==> src/rtl/jdbl_defines.vh <==
// jdbl_defines.vh: constants of the test-port debug and loader access block
// assumes: included by bare name from every design file of the block but the synchroniser
`ifndef JDBL_DEFINES_VH
`define JDBL_DEFINES_VH

// test access port states, one-hot
`define JDBL_ST_TLR       16'h0001
`define JDBL_ST_RTI       16'h0002
`define JDBL_ST_SEL_DR    16'h0004
`define JDBL_ST_CAP_DR    16'h0008
`define JDBL_ST_SH_DR     16'h0010
`define JDBL_ST_EX1_DR    16'h0020
`define JDBL_ST_PAUSE_DR  16'h0040
`define JDBL_ST_EX2_DR    16'h0080
`define JDBL_ST_UPD_DR    16'h0100
`define JDBL_ST_SEL_IR    16'h0200
`define JDBL_ST_CAP_IR    16'h0400
`define JDBL_ST_SH_IR     16'h0800
`define JDBL_ST_EX1_IR    16'h1000
`define JDBL_ST_PAUSE_IR  16'h2000
`define JDBL_ST_EX2_IR    16'h4000
`define JDBL_ST_UPD_IR    16'h8000

// instruction register
`define JDBL_IR_W         4
`define JDBL_IR_CAPTURE   4'h1
`define JDBL_IR_SYSPROG   4'h2
`define JDBL_IR_SPE       4'h3
`define JDBL_IR_PASSWORD  4'h4
`define JDBL_IR_DEBUG     4'h5
`define JDBL_IR_BYPASS    4'hf

// data register layout
`define JDBL_DR_W         37
`define JDBL_PW_LEN       18
`define JDBL_PW_WORDS     16
`define JDBL_PW_LAST      4'hf
`define JDBL_AREA_SYSTEM  2'h0
`define JDBL_AREA_ULOADER 2'h1
`define JDBL_AREA_APP     2'h2
`define JDBL_AREA_NONE    2'h3

// debug command: [36:34] op, [33:32] space, [31:16] address, [15:0] data
`define JDBL_OP_NOP       3'h0
`define JDBL_OP_READ      3'h1
`define JDBL_OP_WRITE     3'h2
`define JDBL_OP_STEP      3'h3
`define JDBL_OP_HALT      3'h4
`define JDBL_OP_RESUME    3'h5
`define JDBL_SP_REG       2'h0
`define JDBL_SP_MEM       2'h1
`define JDBL_SP_PRIV      2'h2
`define JDBL_SP_BREAK     2'h3
`define JDBL_BP_OFF       2'h3

// system memory area as seen by debug memory accesses
`define JDBL_SYS_BASE     16'h8000
`define JDBL_SYS_LIMIT    16'h9fff

`endif

==> src/rtl/jdbl_sync.v <==
// jdbl_sync.v: two-stage synchroniser for a group of pin inputs
// assumes: inputs come from outside the i_clk domain
module jdbl_sync
#(
  parameter W = 1
)
(
  input  wire         i_clk,
  input  wire         i_reset_n,
  input  wire [W-1:0] i_async,
  output reg  [W-1:0] o_sync
);

  reg [W-1:0] meta;

  always @(posedge i_clk)
  begin
    if (!i_reset_n)
    begin
      meta   <= {W{1'b0}};
      o_sync <= {W{1'b0}};
    end
    else
    begin
      meta   <= i_async;
      o_sync <= meta;
    end
  end

endmodule // jdbl_sync

==> src/rtl/jdbl_tap_fsm.v <==
// jdbl_tap_fsm.v: sixteen-state test access port controller
// assumes: i_adv is a one-cycle pulse at each rising test clock edge
`include "jdbl_defines.vh"
module jdbl_tap_fsm
(
  input  wire        i_clk,
  input  wire        i_reset_n,
  input  wire        i_adv,
  input  wire        i_tms,
  input  wire        i_trst_n,
  output reg  [15:0] o_state
);

  reg [15:0] next_state;

  always @*
  begin
    case (o_state)
      `JDBL_ST_TLR:      next_state = i_tms ? `JDBL_ST_TLR      : `JDBL_ST_RTI;
      `JDBL_ST_RTI:      next_state = i_tms ? `JDBL_ST_SEL_DR   : `JDBL_ST_RTI;
      `JDBL_ST_SEL_DR:   next_state = i_tms ? `JDBL_ST_SEL_IR   : `JDBL_ST_CAP_DR;
      `JDBL_ST_CAP_DR:   next_state = i_tms ? `JDBL_ST_EX1_DR   : `JDBL_ST_SH_DR;
      `JDBL_ST_SH_DR:    next_state = i_tms ? `JDBL_ST_EX1_DR   : `JDBL_ST_SH_DR;
      `JDBL_ST_EX1_DR:   next_state = i_tms ? `JDBL_ST_UPD_DR   : `JDBL_ST_PAUSE_DR;
      `JDBL_ST_PAUSE_DR: next_state = i_tms ? `JDBL_ST_EX2_DR   : `JDBL_ST_PAUSE_DR;
      `JDBL_ST_EX2_DR:   next_state = i_tms ? `JDBL_ST_UPD_DR   : `JDBL_ST_SH_DR;
      `JDBL_ST_UPD_DR:   next_state = i_tms ? `JDBL_ST_SEL_DR   : `JDBL_ST_RTI;
      `JDBL_ST_SEL_IR:   next_state = i_tms ? `JDBL_ST_TLR      : `JDBL_ST_CAP_IR;
      `JDBL_ST_CAP_IR:   next_state = i_tms ? `JDBL_ST_EX1_IR   : `JDBL_ST_SH_IR;
      `JDBL_ST_SH_IR:    next_state = i_tms ? `JDBL_ST_EX1_IR   : `JDBL_ST_SH_IR;
      `JDBL_ST_EX1_IR:   next_state = i_tms ? `JDBL_ST_UPD_IR   : `JDBL_ST_PAUSE_IR;
      `JDBL_ST_PAUSE_IR: next_state = i_tms ? `JDBL_ST_EX2_IR   : `JDBL_ST_PAUSE_IR;
      `JDBL_ST_EX2_IR:   next_state = i_tms ? `JDBL_ST_UPD_IR   : `JDBL_ST_SH_IR;
      `JDBL_ST_UPD_IR:   next_state = i_tms ? `JDBL_ST_SEL_DR   : `JDBL_ST_RTI;
      default:           next_state = `JDBL_ST_TLR;
    endcase
  end

  always @(posedge i_clk)
  begin
    if (!i_reset_n || !i_trst_n)
      o_state <= `JDBL_ST_TLR;
    else if (i_adv)
      o_state <= next_state;
  end

endmodule // jdbl_tap_fsm

==> src/rtl/jdbl_top.v <==
// jdbl_top.v: test-port debug engine, loader entry and loader password gate
// assumes: test pins are asynchronous to i_clk and are sampled here; cpu,
// loader and password memory signals are on i_clk; i_pw_word answers
// o_pw_area/o_pw_index combinationally in the same cycle
// Function
// - the loader is refused each memory area until that area's own password is given.
// - a password is sixteen words, all supplied by the host and checked as a set.
// - loading the system-programming instruction invokes the bootstrap loader.
// - setting system_program_enable during reset makes the device leave reset in the loader.
// - the loader may clear system_program_enable and reset, so the application starts.
// - test-port writes to privilege registers are blocked unless protection is disabled.
// - test-port memory accesses to the system area are rejected unless protection is off.
// - all debug services are denied while the cpu executes in the system area.
// - debug mode halts the cpu, reads and writes registers and memory, and single-steps.
// - background mode leaves the cpu running while the host sets up the debugger.
// - breakpoints on register, code or data hand control to debug service routines in rom.
// - host and device talk over a dedicated five-wire (tck, tms, tdi, tdo and test reset) synchronous boundary-scan port.
`include "jdbl_defines.vh"
module jdbl_top
(
  input  wire        i_clk,
  input  wire        i_reset_n,
  input  wire        i_tck,
  input  wire        i_tms,
  input  wire        i_tdi,
  input  wire        i_trst_n,
  output reg         o_tdo,
  output reg         o_tdo_oe,
  input  wire        i_cpu_in_reset,
  input  wire        i_cpu_in_system_area,
  input  wire        i_protect_disable,
  input  wire        i_loader_clear_spe,
  output reg         o_system_program_enable,
  output reg         o_boot_from_loader,
  output reg         o_loader_invoke,
  input  wire [15:0] i_pw_word,
  output reg  [1:0]  o_pw_area,
  output reg  [3:0]  o_pw_index,
  output reg  [2:0]  o_area_unlock,
  output reg         o_cpu_halt,
  output reg         o_cpu_step,
  output reg         o_debug_service,
  output reg         o_dbg_req,
  output reg         o_dbg_we,
  output reg  [1:0]  o_dbg_space,
  output reg  [15:0] o_dbg_addr,
  output reg  [15:0] o_dbg_wdata,
  input  wire        i_dbg_ack,
  input  wire [15:0] i_dbg_rdata,
  input  wire        i_trace_valid,
  input  wire [1:0]  i_trace_kind,
  input  wire [15:0] i_trace_addr
);

  wire [3:0]              pins_sync;
  wire                    tck_s;
  wire                    tms_s;
  wire                    tdi_s;
  wire                    trst_n_s;
  wire [15:0]             tap_state;
  reg                     tck_d;
  reg  [`JDBL_IR_W-1:0]   ir;
  reg  [`JDBL_IR_W-1:0]   ir_sh;
  reg  [`JDBL_DR_W-1:0]   dr;
  reg                     cpu_reset_d;
  reg                     pw_cmp;
  reg                     pw_match;
  reg                     dbg_busy;
  reg                     dbg_denied;
  reg  [15:0]             dbg_rdata;
  reg  [1:0]              bp_kind;
  reg  [15:0]             bp_value;
  wire                    tck_rise;
  wire                    tck_fall;
  wire                    upd_dr;
  wire [2:0]              cmd_op;
  wire [1:0]              cmd_space;
  wire [15:0]             cmd_addr;
  wire [15:0]             cmd_data;
  wire [1:0]              pw_area_in;
  wire                    in_sys_mem;
  reg                     deny;

  jdbl_sync #(.W(4)) u_sync
  (
    .i_clk     (i_clk),
    .i_reset_n (i_reset_n),
    .i_async   ({i_tck, i_tms, i_tdi, i_trst_n}),
    .o_sync    (pins_sync)
  );

  assign tck_s    = pins_sync[3];
  assign tms_s    = pins_sync[2];
  assign tdi_s    = pins_sync[1];
  assign trst_n_s = pins_sync[0];
  assign tck_rise = tck_s & ~tck_d;
  assign tck_fall = ~tck_s & tck_d;

  jdbl_tap_fsm u_tap
  (
    .i_clk     (i_clk),
    .i_reset_n (i_reset_n),
    .i_adv     (tck_rise),
    .i_tms     (tms_s),
    .i_trst_n  (trst_n_s),
    .o_state   (tap_state)
  );

  // update actions happen on the rising edge that leaves update-dr
  assign upd_dr     = tck_rise && (tap_state == `JDBL_ST_UPD_DR);
  assign cmd_op     = dr[36:34];
  assign cmd_space  = dr[33:32];
  assign cmd_addr   = dr[31:16];
  assign cmd_data   = dr[15:0];
  assign pw_area_in = dr[17:16];
  assign in_sys_mem = (cmd_addr >= `JDBL_SYS_BASE) && (cmd_addr <= `JDBL_SYS_LIMIT);

  // decide whether the debug command just updated may proceed
  always @*
  begin
    deny = 1'b0;
    if (i_cpu_in_system_area)
      deny = 1'b1;
    else if (cmd_space == `JDBL_SP_PRIV && cmd_op == `JDBL_OP_WRITE && !i_protect_disable)
      deny = 1'b1;
    else if (cmd_space == `JDBL_SP_MEM && in_sys_mem && !i_protect_disable &&
             (cmd_op == `JDBL_OP_READ || cmd_op == `JDBL_OP_WRITE))
      deny = 1'b1;
    else if (!o_cpu_halt && cmd_space != `JDBL_SP_BREAK &&
             (cmd_op == `JDBL_OP_READ || cmd_op == `JDBL_OP_WRITE ||
              cmd_op == `JDBL_OP_STEP))
      deny = 1'b1;
  end

  // test port: instruction and data shifting, tdo on falling edge
  always @(posedge i_clk)
  begin
    if (!i_reset_n || !trst_n_s)
    begin
      tck_d    <= 1'b0;
      ir       <= `JDBL_IR_BYPASS;
      ir_sh    <= {`JDBL_IR_W{1'b0}};
      dr       <= {`JDBL_DR_W{1'b0}};
      o_tdo    <= 1'b0;
      o_tdo_oe <= 1'b0;
    end
    else
    begin
      tck_d <= tck_s;
      if (tck_rise)
      begin
        case (tap_state)
          `JDBL_ST_TLR:    ir <= `JDBL_IR_BYPASS;
          `JDBL_ST_CAP_IR: ir_sh <= `JDBL_IR_CAPTURE;
          `JDBL_ST_SH_IR:  ir_sh <= {tdi_s, ir_sh[`JDBL_IR_W-1:1]};
          `JDBL_ST_UPD_IR: ir <= ir_sh;
          `JDBL_ST_CAP_DR:
          begin
            case (ir)
              `JDBL_IR_SPE:      dr <= {36'h0, o_system_program_enable};
              `JDBL_IR_PASSWORD: dr <= {34'h0, o_area_unlock};
              `JDBL_IR_DEBUG:    dr <= {2'b00, dbg_busy, dbg_denied, o_cpu_halt,
                                        16'h0000, dbg_rdata};
              default:           dr <= {`JDBL_DR_W{1'b0}};
            endcase
          end
          `JDBL_ST_SH_DR:
          begin
            case (ir)
              `JDBL_IR_PASSWORD: dr <= {19'h0, tdi_s, dr[`JDBL_PW_LEN-1:1]};
              `JDBL_IR_DEBUG:    dr <= {tdi_s, dr[`JDBL_DR_W-1:1]};
              default:           dr <= {36'h0, tdi_s};
            endcase
          end
          default:         ir <= ir;
        endcase
      end
      if (tck_fall)
      begin
        o_tdo    <= (tap_state == `JDBL_ST_SH_IR) ? ir_sh[0] : dr[0];
        o_tdo_oe <= (tap_state == `JDBL_ST_SH_IR) || (tap_state == `JDBL_ST_SH_DR);
      end
    end
  end

  // loader entry through the system-program flag
  always @(posedge i_clk)
  begin
    if (!i_reset_n)
    begin
      cpu_reset_d             <= 1'b0;
      o_system_program_enable <= 1'b0;
      o_boot_from_loader      <= 1'b0;
      o_loader_invoke         <= 1'b0;
    end
    else
    begin
      cpu_reset_d <= i_cpu_in_reset;
      o_loader_invoke <= tck_rise && (tap_state == `JDBL_ST_UPD_IR) &&
                         (ir_sh == `JDBL_IR_SYSPROG);
      if (upd_dr && ir == `JDBL_IR_SPE && i_cpu_in_reset)
        o_system_program_enable <= dr[0];
      else if (i_loader_clear_spe)
        o_system_program_enable <= 1'b0;
      if (cpu_reset_d && !i_cpu_in_reset)
        o_boot_from_loader <= o_system_program_enable;
    end
  end

  // password check: latch a word, compare it next cycle against memory
  always @(posedge i_clk)
  begin
    if (!i_reset_n)
    begin
      o_pw_area     <= `JDBL_AREA_NONE;
      o_pw_index    <= 4'h0;
      o_area_unlock <= 3'b000;
      o_dbg_wdata   <= 16'h0000;
      pw_cmp        <= 1'b0;
      pw_match      <= 1'b1;
    end
    else
    begin
      pw_cmp <= 1'b0;
      if (upd_dr && ir == `JDBL_IR_PASSWORD && pw_area_in != `JDBL_AREA_NONE)
      begin
        pw_cmp <= 1'b1;
        if (pw_area_in != o_pw_area)
        begin
          o_pw_area  <= pw_area_in;
          o_pw_index <= 4'h0;
          pw_match   <= 1'b1;
        end
        o_dbg_wdata <= cmd_data;
      end
      else if (upd_dr && ir == `JDBL_IR_DEBUG)
        o_dbg_wdata <= cmd_data;
      if (pw_cmp)
      begin
        if (o_pw_index == `JDBL_PW_LAST)
        begin
          if (pw_match && i_pw_word == o_dbg_wdata)
            o_area_unlock[o_pw_area] <= 1'b1;
          o_pw_index <= 4'h0;
          pw_match   <= 1'b1;
        end
        else
        begin
          o_pw_index <= o_pw_index + 4'h1;
          pw_match   <= pw_match && (i_pw_word == o_dbg_wdata);
        end
      end
    end
  end

  // debug engine: commands, accesses, modes and breakpoints
  always @(posedge i_clk)
  begin
    if (!i_reset_n)
    begin
      o_cpu_halt      <= 1'b0;
      o_cpu_step      <= 1'b0;
      o_debug_service <= 1'b0;
      o_dbg_req       <= 1'b0;
      o_dbg_we        <= 1'b0;
      o_dbg_space     <= `JDBL_SP_REG;
      o_dbg_addr      <= 16'h0000;
      dbg_busy        <= 1'b0;
      dbg_denied      <= 1'b0;
      dbg_rdata       <= 16'h0000;
      bp_kind         <= `JDBL_BP_OFF;
      bp_value        <= 16'h0000;
    end
    else
    begin
      o_dbg_req       <= 1'b0;
      o_cpu_step      <= 1'b0;
      o_debug_service <= 1'b0;
      if (i_dbg_ack && dbg_busy)
      begin
        dbg_busy <= 1'b0;
        if (!o_dbg_we)
          dbg_rdata <= i_dbg_rdata;
      end
      if (i_trace_valid && !o_cpu_halt && bp_kind != `JDBL_BP_OFF && !i_cpu_in_system_area &&
          i_trace_kind == bp_kind && i_trace_addr == bp_value)
      begin
        o_cpu_halt      <= 1'b1;
        o_debug_service <= 1'b1;
      end
      else if (upd_dr && ir == `JDBL_IR_DEBUG && cmd_op != `JDBL_OP_NOP && !dbg_busy)
      begin
        dbg_denied <= deny;
        if (!deny)
        begin
          case (cmd_op)
            `JDBL_OP_HALT:   o_cpu_halt <= 1'b1;
            `JDBL_OP_RESUME: o_cpu_halt <= 1'b0;
            `JDBL_OP_STEP:   o_cpu_step <= 1'b1;
            `JDBL_OP_READ,
            `JDBL_OP_WRITE:
            begin
              if (cmd_space == `JDBL_SP_BREAK)
              begin
                bp_kind  <= cmd_addr[1:0];
                bp_value <= cmd_data;
              end
              else
              begin
                o_dbg_req   <= 1'b1;
                o_dbg_we    <= (cmd_op == `JDBL_OP_WRITE);
                o_dbg_space <= cmd_space;
                o_dbg_addr  <= cmd_addr;
                dbg_busy    <= 1'b1;
              end
            end
            default:         o_cpu_halt <= o_cpu_halt;
          endcase
        end
      end
    end
  end

endmodule // jdbl_top

==> config.mk <==
export PLATFORM = sky130hd
export DESIGN_NAME = jdbl_top
export DESIGN_NICKNAME = d
export VERILOG_FILES = /design/src/rtl/jdbl_sync.v /design/src/rtl/jdbl_tap_fsm.v /design/src/rtl/jdbl_top.v
export VERILOG_INCLUDE_DIRS = /design/src /design/src/rtl
export SDC_FILE = /design/constraint.sdc
export NUM_CORES = 1
export LEC_CHECK = 0
export BUFFER_PORTS_ARGS = -buffer_cell sky130_fd_sc_hd__buf_2
export CAP_MARGIN = 5
export CORE_ASPECT_RATIO = 0.75
export CORE_MARGIN = 2
export CORE_UTILIZATION = 25
export CTS_BUF_LIST = sky130_fd_sc_hd__clkbuf_16
export DETAILED_ROUTE_END_ITERATION = 8
export HOLD_SLACK_MARGIN = 0.15
export PLACE_DENSITY_LB_ADDON = 0.08
export SYNTH_ARGS = -nofsm -noshare
export SYNTH_HDL_FRONTEND = slang
export SYNTH_SLANG_ARGS = --single-unit
==> constraint.sdc <==
create_clock -name i_clk -period 2.85 [get_ports i_clk]
set_input_delay 0.57 -clock i_clk [delete_from_list [all_inputs] [get_ports i_clk]]
set_output_delay 0.57 -clock i_clk [all_outputs]
set_load 0.02 [all_outputs]
==> results of run 1 <==
-- worst max-delay path, stage by stage, from the launching register on --
cell	delay (ns)
sky130_fd_sc_hd__dfxtp_1	0.38
sky130_fd_sc_hd__nor4_4	0.49
sky130_fd_sc_hd__buf_4	0.22
sky130_fd_sc_hd__nand4_1	0.12
sky130_fd_sc_hd__or3_1	0.45
sky130_fd_sc_hd__nor2_1	0.17
sky130_fd_sc_hd__nor4b_1	0.40
-- area by class of cell --
cell class              count  area [µm²]  area share [%]
repair buffers            145         816            9.12
flip-flops and latches    162        3240            36.3
multi-input cells         617        3800            42.5
inverters                  10        37.5           0.420
clock inverters            15         126            1.41
well taps                 392         490            5.48
clock buffers              17         425            4.76
-- cells in the final DEF (no fill, tap or decap), types with 3 or more instances in the layout --
cell type	synthesis	layout
sky130_fd_sc_hd__dfxtp_1	162	162
sky130_fd_sc_hd__buf_2	14	114
sky130_fd_sc_hd__nand2_1	89	89
sky130_fd_sc_hd__nor2_1	80	80
sky130_fd_sc_hd__a21oi_1	68	68
sky130_fd_sc_hd__mux2i_1	44	44
sky130_fd_sc_hd__o21ai_0	42	42
sky130_fd_sc_hd__nand3_1	37	37
sky130_fd_sc_hd__xnor2_1	32	32
sky130_fd_sc_hd__buf_4	1	30
sky130_fd_sc_hd__nor3_1	29	29
sky130_fd_sc_hd__nand4_1	25	25
sky130_fd_sc_hd__a22o_1	18	18
sky130_fd_sc_hd__clkbuf_16	0	17
sky130_fd_sc_hd__nor4_1	13	13
sky130_fd_sc_hd__a221oi_1	13	13
sky130_fd_sc_hd__and2_1	12	12
sky130_fd_sc_hd__xor2_1	11	11
sky130_fd_sc_hd__inv_1	10	10
sky130_fd_sc_hd__nand2b_1	9	9
sky130_fd_sc_hd__nor2b_1	8	8
sky130_fd_sc_hd__a22oi_1	6	6
sky130_fd_sc_hd__inv_6	0	6
sky130_fd_sc_hd__or4_1	5	5
sky130_fd_sc_hd__and4_1	5	5
sky130_fd_sc_hd__and3_1	5	5
sky130_fd_sc_hd__a31oi_1	5	5
sky130_fd_sc_hd__o22ai_1	4	4
sky130_fd_sc_hd__nor3b_1	4	4
sky130_fd_sc_hd__or2_2	3	3
sky130_fd_sc_hd__nor4_4	3	3
sky130_fd_sc_hd__a211oi_1	3	3
sky130_fd_sc_hd__a211o_1	3	3
sky130_fd_sc_hd__clkinvlp_4	0	3
-- worst min-delay path by stage --
stage                     slack, ns                to  cells after the start
final                          0.34    u_sync.meta[2]                      2
after global routing           0.32    u_sync.meta[2]                      2
after CTS                      0.31    u_sync.meta[1]                      2
after detailed placement       0.42  u_sync.o_sync[1]                      1
after global placement         0.42  u_sync.o_sync[1]                      1
after floorplan                0.41  u_sync.o_sync[0]                      1
-- registers in the layout (all words and copies together) (netlist names), 3 cells and up --
signal / cells
dbg_rdata: 16
dr: 37
ir_sh: 4
o_dbg_wdata: 16
o_dbg_addr: 16
ir: 4
u_tap.o_state: 16
o_pw_index: 4
u_sync.o_sync: 4
bp_value: 16
o_area_unlock: 3
u_sync.meta: 4
-- per-layer routing --
layer  global-route usage (%)  share of wire (%)
met5                        0                  0
met4                     3.61               0.70
met3                     3.25                4.4
met2                     21.4                 40
met1                     24.7                 55
-- per-stage QoR --
step / worst slack (ns) / power (mW) / instances / hold slack, ns / util, %
after floorplan: 0.608 / 2.39 / 852 / 0.412 / -
after global placement: 0.460 / 2.48 / 1326 / 0.421 / 28.9
after detailed placement: 0.437 / 2.48 / 1326 / 0.421 / 28.9
after CTS: 0.413 / 4.69 / 1358 / 0.314 / 30.8
after global routing: 0.199 / 4.78 / 1358 / 0.324 / 30.8
final: 0.463 / 4.61 / 1358 / 0.342 / 30.8
-- synthesized netlist by cell type, types with 4 or more instances --
cell type | number | area (µm²)
sky130_fd_sc_hd__o22ai_1 | 4 | 25.0
sky130_fd_sc_hd__a21oi_1 | 68 | 340
sky130_fd_sc_hd__nor2_1 | 80 | 300
sky130_fd_sc_hd__and2_1 | 12 | 75.1
sky130_fd_sc_hd__a221oi_1 | 13 | 114
sky130_fd_sc_hd__a31oi_1 | 5 | 31.3
sky130_fd_sc_hd__or4_1 | 5 | 37.5
sky130_fd_sc_hd__nor2b_1 | 8 | 50.1
sky130_fd_sc_hd__nand3_1 | 37 | 185
sky130_fd_sc_hd__mux2i_1 | 44 | 440
sky130_fd_sc_hd__a22oi_1 | 6 | 45.0
sky130_fd_sc_hd__nor4_1 | 13 | 81.3
sky130_fd_sc_hd__xor2_1 | 11 | 96.3
sky130_fd_sc_hd__inv_1 | 10 | 37.5
sky130_fd_sc_hd__and4_1 | 5 | 43.8
sky130_fd_sc_hd__o21ai_0 | 42 | 210
sky130_fd_sc_hd__xnor2_1 | 32 | 280
sky130_fd_sc_hd__nor3b_1 | 4 | 30.0
sky130_fd_sc_hd__a22o_1 | 18 | 158
sky130_fd_sc_hd__nand2b_1 | 9 | 56.3
sky130_fd_sc_hd__nand2_1 | 89 | 334
sky130_fd_sc_hd__buf_2 | 14 | 70.1
sky130_fd_sc_hd__dfxtp_1 | 162 | 3240
sky130_fd_sc_hd__clkbuf_1 | 43 | 161
sky130_fd_sc_hd__nor3_1 | 29 | 145
sky130_fd_sc_hd__nand4_1 | 25 | 156
sky130_fd_sc_hd__and3_1 | 5 | 31.3
-- power by group --
part           internal (mW)  total (mW)  switching [mW]
clock                   1.14        2.19            1.04
sequential              2.27        2.27         0.00563
combinational         0.0601       0.148          0.0876
-- kinds of logic (layout without fill, tap and decap cells) --
kind of cell	count (synthesis)	count (layout)	share of synthesized area [%]
and+or+nand+nor	348	348	24.9
AOI/OAI and AO/OA	180	180	15.3
DFF	162	162	44.0
buffers and inverters	73	187	4.32
muxes	45	45	6.13
xor gates and xnor gates	43	43	5.11
adders and majority gates	1	1	0.170
==> summary.log, run 1 <==
INFO  placed_design  postPlaceCellArea=8390µm²
INFO  sta            period_utilisation_layout=83.8%
INFO  route          num_vias=6,410
INFO  cts            numClockSinks=162
INFO  yosys          count_of_unique_library_cells_instantiated_by_yosys=68
INFO  sta            hold_viol=0
INFO  critical_path  timing.critical_path.required=3.14ns
INFO  route          ant_nets=0
INFO  power          power.leakage=3.21nW
INFO  critical_path  worst-r2r-cell-count=6
INFO  yosys          syn-instance-count=852
INFO  floorplanning  floorplan.io_pins=115
INFO  global_routing pin_count_of_the_biggest_net_entering_global_routing=43
INFO  power          ir_drop=0.344mV
INFO  cells_and_area finish.instance_area=8940µm²
INFO  sta            rsz0062_at_grt=false
INFO  floorplanning  fp.dieH=153µm
INFO  critical_path  cp-endpoint=o_loader_invoke
INFO  yosys          postSynthNetCount=915
INFO  cts            total_number_of_h_tree_levels=4
INFO  yosys          synth_ff_type=sky130_fd_sc_hd__dfxtp_1
INFO  sta            finalCriticalPeriod=2.39ns
INFO  critical_path  critical_path.reg2reg.startpoint=u_tap.o_state[2]
INFO  cts            ctsResizeCount=0
INFO  cts            cts.hold.buffers_added=0
INFO  cts            postCtsSetupRepairBufs=0
INFO  floorplanning  coreArea=29,100µm²
INFO  placed_design  detailed_place_hpwl=17,700µm
INFO  cells_and_area diodes=0
INFO  sta            maxSlewViolCount=0
INFO  route          drc_errors=0
INFO  sta            worst-slew-pin-transition=0.813ns
INFO  global_routing grt_pass1_vias=6,191
INFO  global_routing global_route.usage.total=15.7%
INFO  min_path       min_path_type=in -> reg
INFO  cts            clkLatencyLatePin=0.43ns
INFO  cts            cts_tree=done
INFO  sta            final.setup_skew=0.00901ns
INFO  route          detail_route.first_pass.iterations=4
INFO  sta            slew-limit-headroom=45.7%
INFO  floorplanning  die_width=202µm
INFO  critical_path  setup.worst_path.end_class=flip-flop
INFO  cts            root_buffer=sky130_fd_sc_hd__clkbuf_16
INFO  yosys          ff_latch_count_synth=162
INFO  cts            max-clock-path-buffers=2
INFO  sta            setup-tns-final=0ns
INFO  yosys          synth-edff-count=0
INFO  floorplanning  placementRows=54
INFO  outcome        status=completed
INFO  cells_and_area fill_cells=3,179
INFO  yosys          yosysSeqAreaShare=44.0%
INFO  cts            cts_buffers=17
INFO  sta            timing.fmax=419MHz
INFO  placed_design  gpl_wtd_cong=0.780
INFO  route          wirelength=24,000µm
INFO  global_routing overflow=0
INFO  critical_path  timing.critical_path.fanout_max=6
INFO  critical_path  worst_ep_arrival_time=2.68ns
INFO  power          power.density=515nW/µm²
INFO  yosys          postSynthAreaPerCell=8.64µm²
INFO  critical_path  critical_register_to_register_path_endpoint=o_loader_invoke
INFO  cells_and_area finish.net_count=1,016
INFO  critical_path  cp-start-kind=flip-flop
INFO  cells_and_area drive_gt1_share=19.8%
INFO  cts            path_clk_slew=0.07ns
INFO  route          initialDrtViolationCount=366
INFO  yosys          synth_warnings=0
INFO  route          detail_route.vias_per_cell=4.72
INFO  route          wl_per_cell=17.7µm
INFO  floorplanning  fp.dieArea=30,900µm²
INFO  critical_path  critPathKind=reg -> reg
INFO  min_path       min_from=i_tms
INFO  critical_path  worst-r2r-setup-slack=0.46ns
INFO  placed_design  port-buffer-count=114
INFO  flow_run       max_cap_violations=0
INFO  global_routing grt_pass1_wl=37,300µm
INFO  critical_path  worst_setup_path_startpoint=u_tap.o_state[2]
INFO  global_routing antenna_violations_before_repair=0
INFO  floorplanning  starting_density_of_the_core=25.3%
INFO  cells_and_area syn2layout_area_growth=21.4%
INFO  yosys          asyncSetResetFlopFracSynth=0%
INFO  sta            setup-violations-final=0
INFO  yosys          synth.cell_area=7360µm²
(Power assumes the default switching activity.)
==> run 2, diff against run 1 <==
==> constraint.sdc (replaced) <==
create_clock -name i_clk -period 2.1 [get_ports i_clk]
set_input_delay 0.42 -clock i_clk [delete_from_list [all_inputs] [get_ports i_clk]]
set_output_delay 0.42 -clock i_clk [all_outputs]
set_load 0.02 [all_outputs]
==> summary.log, run 2 (synthesized netlist as in run 1, its figures left out) <==
INFO  critical_path  timing.critical_path.fanout_max=8
INFO  sta            hold_viol=0
INFO  sta            timing.fmax=484MHz
INFO  power          power.combinational.fraction=3.4%
INFO  cells_and_area finish.net_count=1,095
INFO  power          intPower=4.84mW
INFO  floorplanning  fp.dieH=153µm
INFO  cts            root_buffer=sky130_fd_sc_hd__clkbuf_16
INFO  cells_and_area drive_gt1_share=29.2%
INFO  placed_design  place_inst=1,394
INFO  floorplanning  starting_density_of_the_core=25.3%
INFO  min_path       min_path_type=in -> reg
INFO  global_routing grt_pass1_wl=38,600µm
INFO  cts            cts.hold.buffers_added=0
INFO  route          initialDrtViolationCount=302
INFO  route          wl_per_cell=17.5µm
INFO  floorplanning  fp.dieArea=30,900µm²
INFO  sta            worst_hold_slack=0.186ns
INFO  placed_design  port-buffer-count=114
INFO  critical_path  worst_ep_arrival_time=2.43ns
INFO  cells_and_area fill_cells=3,156
INFO  placed_design  detailed_place_hpwl=18,500µm
INFO  route          ant_nets=0
INFO  sta            setup-tns-final=0ns
INFO  sta            finalCriticalPeriod=2.07ns
INFO  global_routing pin_count_of_the_biggest_net_entering_global_routing=43
INFO  power          switching_share=24.4%
INFO  cts            cts_tree=done
INFO  sta            worst-slew-pin-transition=0.537ns
INFO  critical_path  timing.critical_path.required=2.46ns
INFO  power          ir_drop=0.511mV
INFO  floorplanning  placementRows=54
INFO  power          finalPower=6.41mW
INFO  sta            period_utilisation_layout=98.4%
INFO  cells_and_area syn2layout_area_growth=33.9%
INFO  cts            max-clock-path-buffers=2
INFO  cells_and_area leading_cell_type_in_the_layout_fill_and_taps_excluded=sky130_fd_sc_hd__dfxtp_1
INFO  sta            final.setup_skew=0.0112ns
INFO  cells_and_area finish.cell_count_without_fillers=1,437
INFO  global_routing antenna_violations_before_repair=1
INFO  cts            total_number_of_h_tree_levels=4
INFO  route          detail_route.first_pass.iterations=4
INFO  power          clock_power_share=48.4%
INFO  floorplanning  floorplan.io_pins=115
INFO  cells_and_area largest_reg_flops=37
INFO  power          seqPwrFrac=48.1%
INFO  outcome        status=completed
INFO  route          detail_route.vias_per_cell=4.69
INFO  sta            slew-limit-headroom=64.0%
INFO  route          num_vias=6,733
INFO  floorplanning  coreArea=29,100µm²
INFO  cells_and_area diodes=0
INFO  global_routing global_route.usage.total=16.2%
INFO  power          power.density=650nW/µm²
INFO  cells_and_area largest_register=dr
INFO  global_routing overflow=0
INFO  cells_and_area layout.cells.most_common_list=156 x sky130_fd_sc_hd__dfxtp_1, 116 x sky130_fd_sc_hd__buf_2, 89 x sky130_fd_sc_hd__nand2_1
INFO  cts            clkLatencyLatePin=0.43ns
INFO  route          wirelength=25,200µm
INFO  route          drc_errors=0
INFO  critical_path  critPathKind=reg -> reg
INFO  global_routing grt_pass1_vias=6,414
INFO  cts            path_clk_slew=0.07ns
INFO  cts            numClockSinks=162
INFO  critical_path  setup.worst_path.end_class=flip-flop
INFO  floorplanning  die_width=202µm
INFO  placed_design  gpl_wtd_cong=0.797
INFO  power          power.leakage=3.73nW
INFO  critical_path  cp-start-kind=flip-flop
INFO  flow_run       max_cap_violations=0
INFO  sta            rsz0062_at_grt=true
INFO  sta            setup-violations-final=0
INFO  sta            maxSlewViolCount=0
INFO  cts            cts_buffers=17
INFO  power          netSwitchingPower=1.56mW
run 2: worst paths after layout:
path,startpoint,to,slack [ns],cells past startpoint
setup reg to reg,u_tap.o_state[9],bp_value[11],0.03,7
setup / recovery,u_tap.o_state[9],bp_value[11],0.03,7
hold reg to reg,u_sync.meta[2],u_sync.o_sync[2],0.44,1
hold / removal,i_tck,u_sync.meta[3],0.19,2
run 2: worst max-delay path, cell delays in order, from the launching register on:
cell                      delay, ns
sky130_fd_sc_hd__dfxtp_2       0.33
sky130_fd_sc_hd__or4b_4        0.56
sky130_fd_sc_hd__nor4_4        0.14
sky130_fd_sc_hd__nor4b_4       0.21
sky130_fd_sc_hd__buf_4         0.19
sky130_fd_sc_hd__o311a_4       0.23
sky130_fd_sc_hd__buf_8         0.15
sky130_fd_sc_hd__mux2i_1       0.19
run 2: power groups by stage:
stage | clock (mW) | combinational (mW) | sequential [mW]
2_1_floorplan | 0 | 0.0982 | 3.15
3_3_place_gp | 0 | 0.224 | 3.15
3_5_place_dp | 0 | 0.222 | 3.15
4_1_cts | 3.21 | 0.224 | 3.08
5_1_grt | 3.33 | 0.242 | 3.08
6_report | 3.10 | 0.220 | 3.08
run 2: timing repair:
action	CTS	global route
cloned	2	2
pin swaps	8	7
buffers inserted	3	4
setup endpoints to repair	59	90
resized for setup	28	24
run 2: metal layers:
layer,up-vias,global-route usage [%],wire length [µm]
met2,120,21.9,9970
met3,16,3.02,979
met5,-,0,0
met4,0,3.75,250
met1,3177,25.7,14000
li1,3420,-,-
run 2: stage by stage:
stage	utilization (%)	setup slack (ns)	area (µm²)
finish	33.9	0.0340	9860
CTS	33.4	-0.0308	9710
floorplan	-	-0.0504	7410
detailed placement	30.9	-0.0665	8990
global placement	30.9	-0.0750	8990
global route	33.9	-0.0744	9860
run 2: area by class of cell:
cell class / instances / area, µm² / share of cell area (%)
multi-input cells: 617 / 3990 / 40.4
flip-flops and latches: 162 / 3250 / 33.0
repair buffers: 224 / 1520 / 15.4
well taps: 392 / 490 / 4.97
clock buffers: 17 / 425 / 4.31
clock inverters: 15 / 148 / 1.50
inverters: 10 / 37.5 / 0.381
==> run 3, diff against run 2 <==
--- a/config.mk
+++ b/config.mk
@@ -14,6 +14,7 @@
 export CTS_BUF_LIST = sky130_fd_sc_hd__clkbuf_16
 export DETAILED_ROUTE_END_ITERATION = 8
 export HOLD_SLACK_MARGIN = 0.15
+export MAX_ROUTING_LAYER = met4
 export PLACE_DENSITY_LB_ADDON = 0.08
 export SYNTH_ARGS = -nofsm -noshare
 export SYNTH_HDL_FRONTEND = slang
==> summary.log, run 3 (synthesized netlist as in run 1, its figures left out) <==
INFO  outcome        status=completed
INFO  sta            finalCriticalPeriod=2.07ns
INFO  critical_path  worst_ep_arrival_time=2.43ns
INFO  placed_design  detailed_place_hpwl=18,500µm
INFO  power          ir_drop=0.508mV
INFO  cells_and_area layout.cells.most_common_list=156 x sky130_fd_sc_hd__dfxtp_1, 116 x sky130_fd_sc_hd__buf_2, 89 x sky130_fd_sc_hd__nand2_1
INFO  cells_and_area finish.instance_area=9850µm²
INFO  critical_path  timing.critical_path.required=2.46ns
INFO  cts            numClockSinks=162
INFO  critical_path  setup.worst_path.end_class=flip-flop
INFO  floorplanning  fp.dieArea=30,900µm²
INFO  critical_path  worst-r2r-setup-slack=0.03ns
INFO  route          ant_nets=0
INFO  sta            worst_hold_slack=0.187ns
INFO  cts            cts.hold.buffers_added=0
INFO  floorplanning  die_width=202µm
INFO  route          wl_per_cell=17.5µm
INFO  critical_path  longest_individual_stage_delay_on_the_worst_path=0.56ns
INFO  floorplanning  placementRows=54
INFO  cts            cts_tree=done
INFO  global_routing grt_pass1_vias=6,421
INFO  floorplanning  starting_density_of_the_core=25.3%
INFO  floorplanning  floorplan.io_pins=115
INFO  cells_and_area fill_cells=3,158
INFO  route          wl_met2=10,100µm
INFO  power          power.leakage=3.73nW
INFO  sta            worst-slew-pin-transition=0.529ns
INFO  global_routing grt_pass1_wl=38,600µm
INFO  route          wirelength=25,200µm
INFO  sta            slew-limit-headroom=64.6%
INFO  cts            max-clock-path-buffers=2
INFO  sta            hold_viol=0
INFO  placed_design  postPlaceCellArea=8990µm²
INFO  cells_and_area diodes=0
INFO  global_routing antenna_violations_before_repair=1
INFO  route          wl_met1=14,000µm
INFO  cts            root_buffer=sky130_fd_sc_hd__clkbuf_16
INFO  cells_and_area finish.net_count=1,094
INFO  route          top_layer=met4
INFO  sta            maxSlewViolCount=0
INFO  sta            rsz0062_at_grt=true
INFO  global_routing pin_count_of_the_biggest_net_entering_global_routing=43
INFO  placed_design  port-buffer-count=114
INFO  sta            timing.fmax=483MHz
INFO  critical_path  critical-path-slowest-cell=sky130_fd_sc_hd__or4b_4
INFO  route          detail_route.first_pass.iterations=5
INFO  cells_and_area leading_cell_type_in_the_layout_fill_and_taps_excluded=sky130_fd_sc_hd__dfxtp_1
INFO  cts            path_clk_slew=0.07ns
INFO  power          power.density=650nW/µm²
INFO  sta            period_utilisation_layout=98.5%
INFO  min_path       min_path_type=in -> reg
INFO  critical_path  cp-start-kind=flip-flop
INFO  route          detail_route.vias_per_cell=4.70
INFO  cts            total_number_of_h_tree_levels=4
INFO  cts            clkLatencyLatePin=0.43ns
INFO  placed_design  dp_worst_setup_slack=-0.0665ns
INFO  placed_design  gpl_wtd_cong=0.808
INFO  critical_path  timing.critical_path.cells=or4b_4 -> nor4_4 -> nor4b_4 -> buf_4 -> o311a_4 -> buf_8 -> mux2i_1
INFO  critical_path  critPathKind=reg -> reg
INFO  cells_and_area largest_register=dr
INFO  sta            setup_slack=0.0316ns
INFO  critical_path  timing.critical_path.fanout_max=8
INFO  route          initialDrtViolationCount=276
INFO  route          drc_errors=0
INFO  floorplanning  fp.dieH=153µm
INFO  route          num_vias=6,752
INFO  route          routed-wl-met3=883µm
INFO  cells_and_area syn2layout_area_growth=33.7%
INFO  cells_and_area drive_gt1_share=29.0%
INFO  floorplanning  coreArea=29,100µm²
INFO  sta            setup-violations-final=0
INFO  global_routing overflow=0
INFO  cells_and_area largest_reg_flops=37
INFO  cts            cts_buffers=17
INFO  flow_run       max_cap_violations=0
INFO  global_routing global_route.usage.total=16.7%
INFO  sta            final.setup_skew=0.0110ns
run 3: final cells by class:
cell class / instances / area (µm²) / share of cell area, %
Clock inverter: 15 / 148 / 1.50
Multi-Input combinational cell: 617 / 3980 / 40.4
Inverter: 10 / 37.5 / 0.381
Sequential cell: 162 / 3250 / 33.0
Timing Repair Buffer: 223 / 1520 / 15.4
Clock buffer: 17 / 425 / 4.32
Tap cell: 392 / 490 / 4.98
run 3: what timing repair did:
| action | CTS | global route |
|---|---|---|
| buffers inserted | 3 | 3 |
| endpoints found under the setup margin | 59 | 89 |
| pin swaps | 8 | 6 |
| gates cloned | 2 | 2 |
| resized for setup | 28 | 23 |
run 3: critical path, delay by kind of cell (launching register included):
kind	cells	cell delay (ns)
simple gates	3	0.91
mux	1	0.19
flops	1	0.32
buf+inv	2	0.34
compound gates	1	0.23
run 3: metal layers:
metal | GRT usage (%) | vias up
met1 | 25.7 | 3198
met3 | 2.99 | 13
met2 | 22.0 | 123
met5 | - | -
met4 | 3.75 | 0
li1 | - | 3418
run 3: power by group:
part	internal (mW)	switching [mW]	leakage, nW
combinational	0.0957	0.124	2.13
clock	1.67	1.43	0.285
sequential	3.08	0.00486	1.31
run 3: path summary, 6_finish.rpt:
check                        start                to  cells after the start
setup / recovery  u_tap.o_state[9]      bp_value[11]                      7
hold / removal               i_tck    u_sync.meta[3]                      2
setup reg to reg  u_tap.o_state[9]      bp_value[11]                      7
hold reg to reg     u_sync.meta[2]  u_sync.o_sync[2]                      1
run 3: through the flow:
step	instances	utilization, %	power, mW	TNS, ns
after global placement	1394	30.9	3.38	-1.53
after global routing	1436	33.9	6.65	-0.935
after detailed placement	1394	30.9	3.38	-1.49
final	1436	33.9	6.40	0
after CTS	1431	33.4	6.51	-0.126
after floorplan	852	-	3.25	-0.766
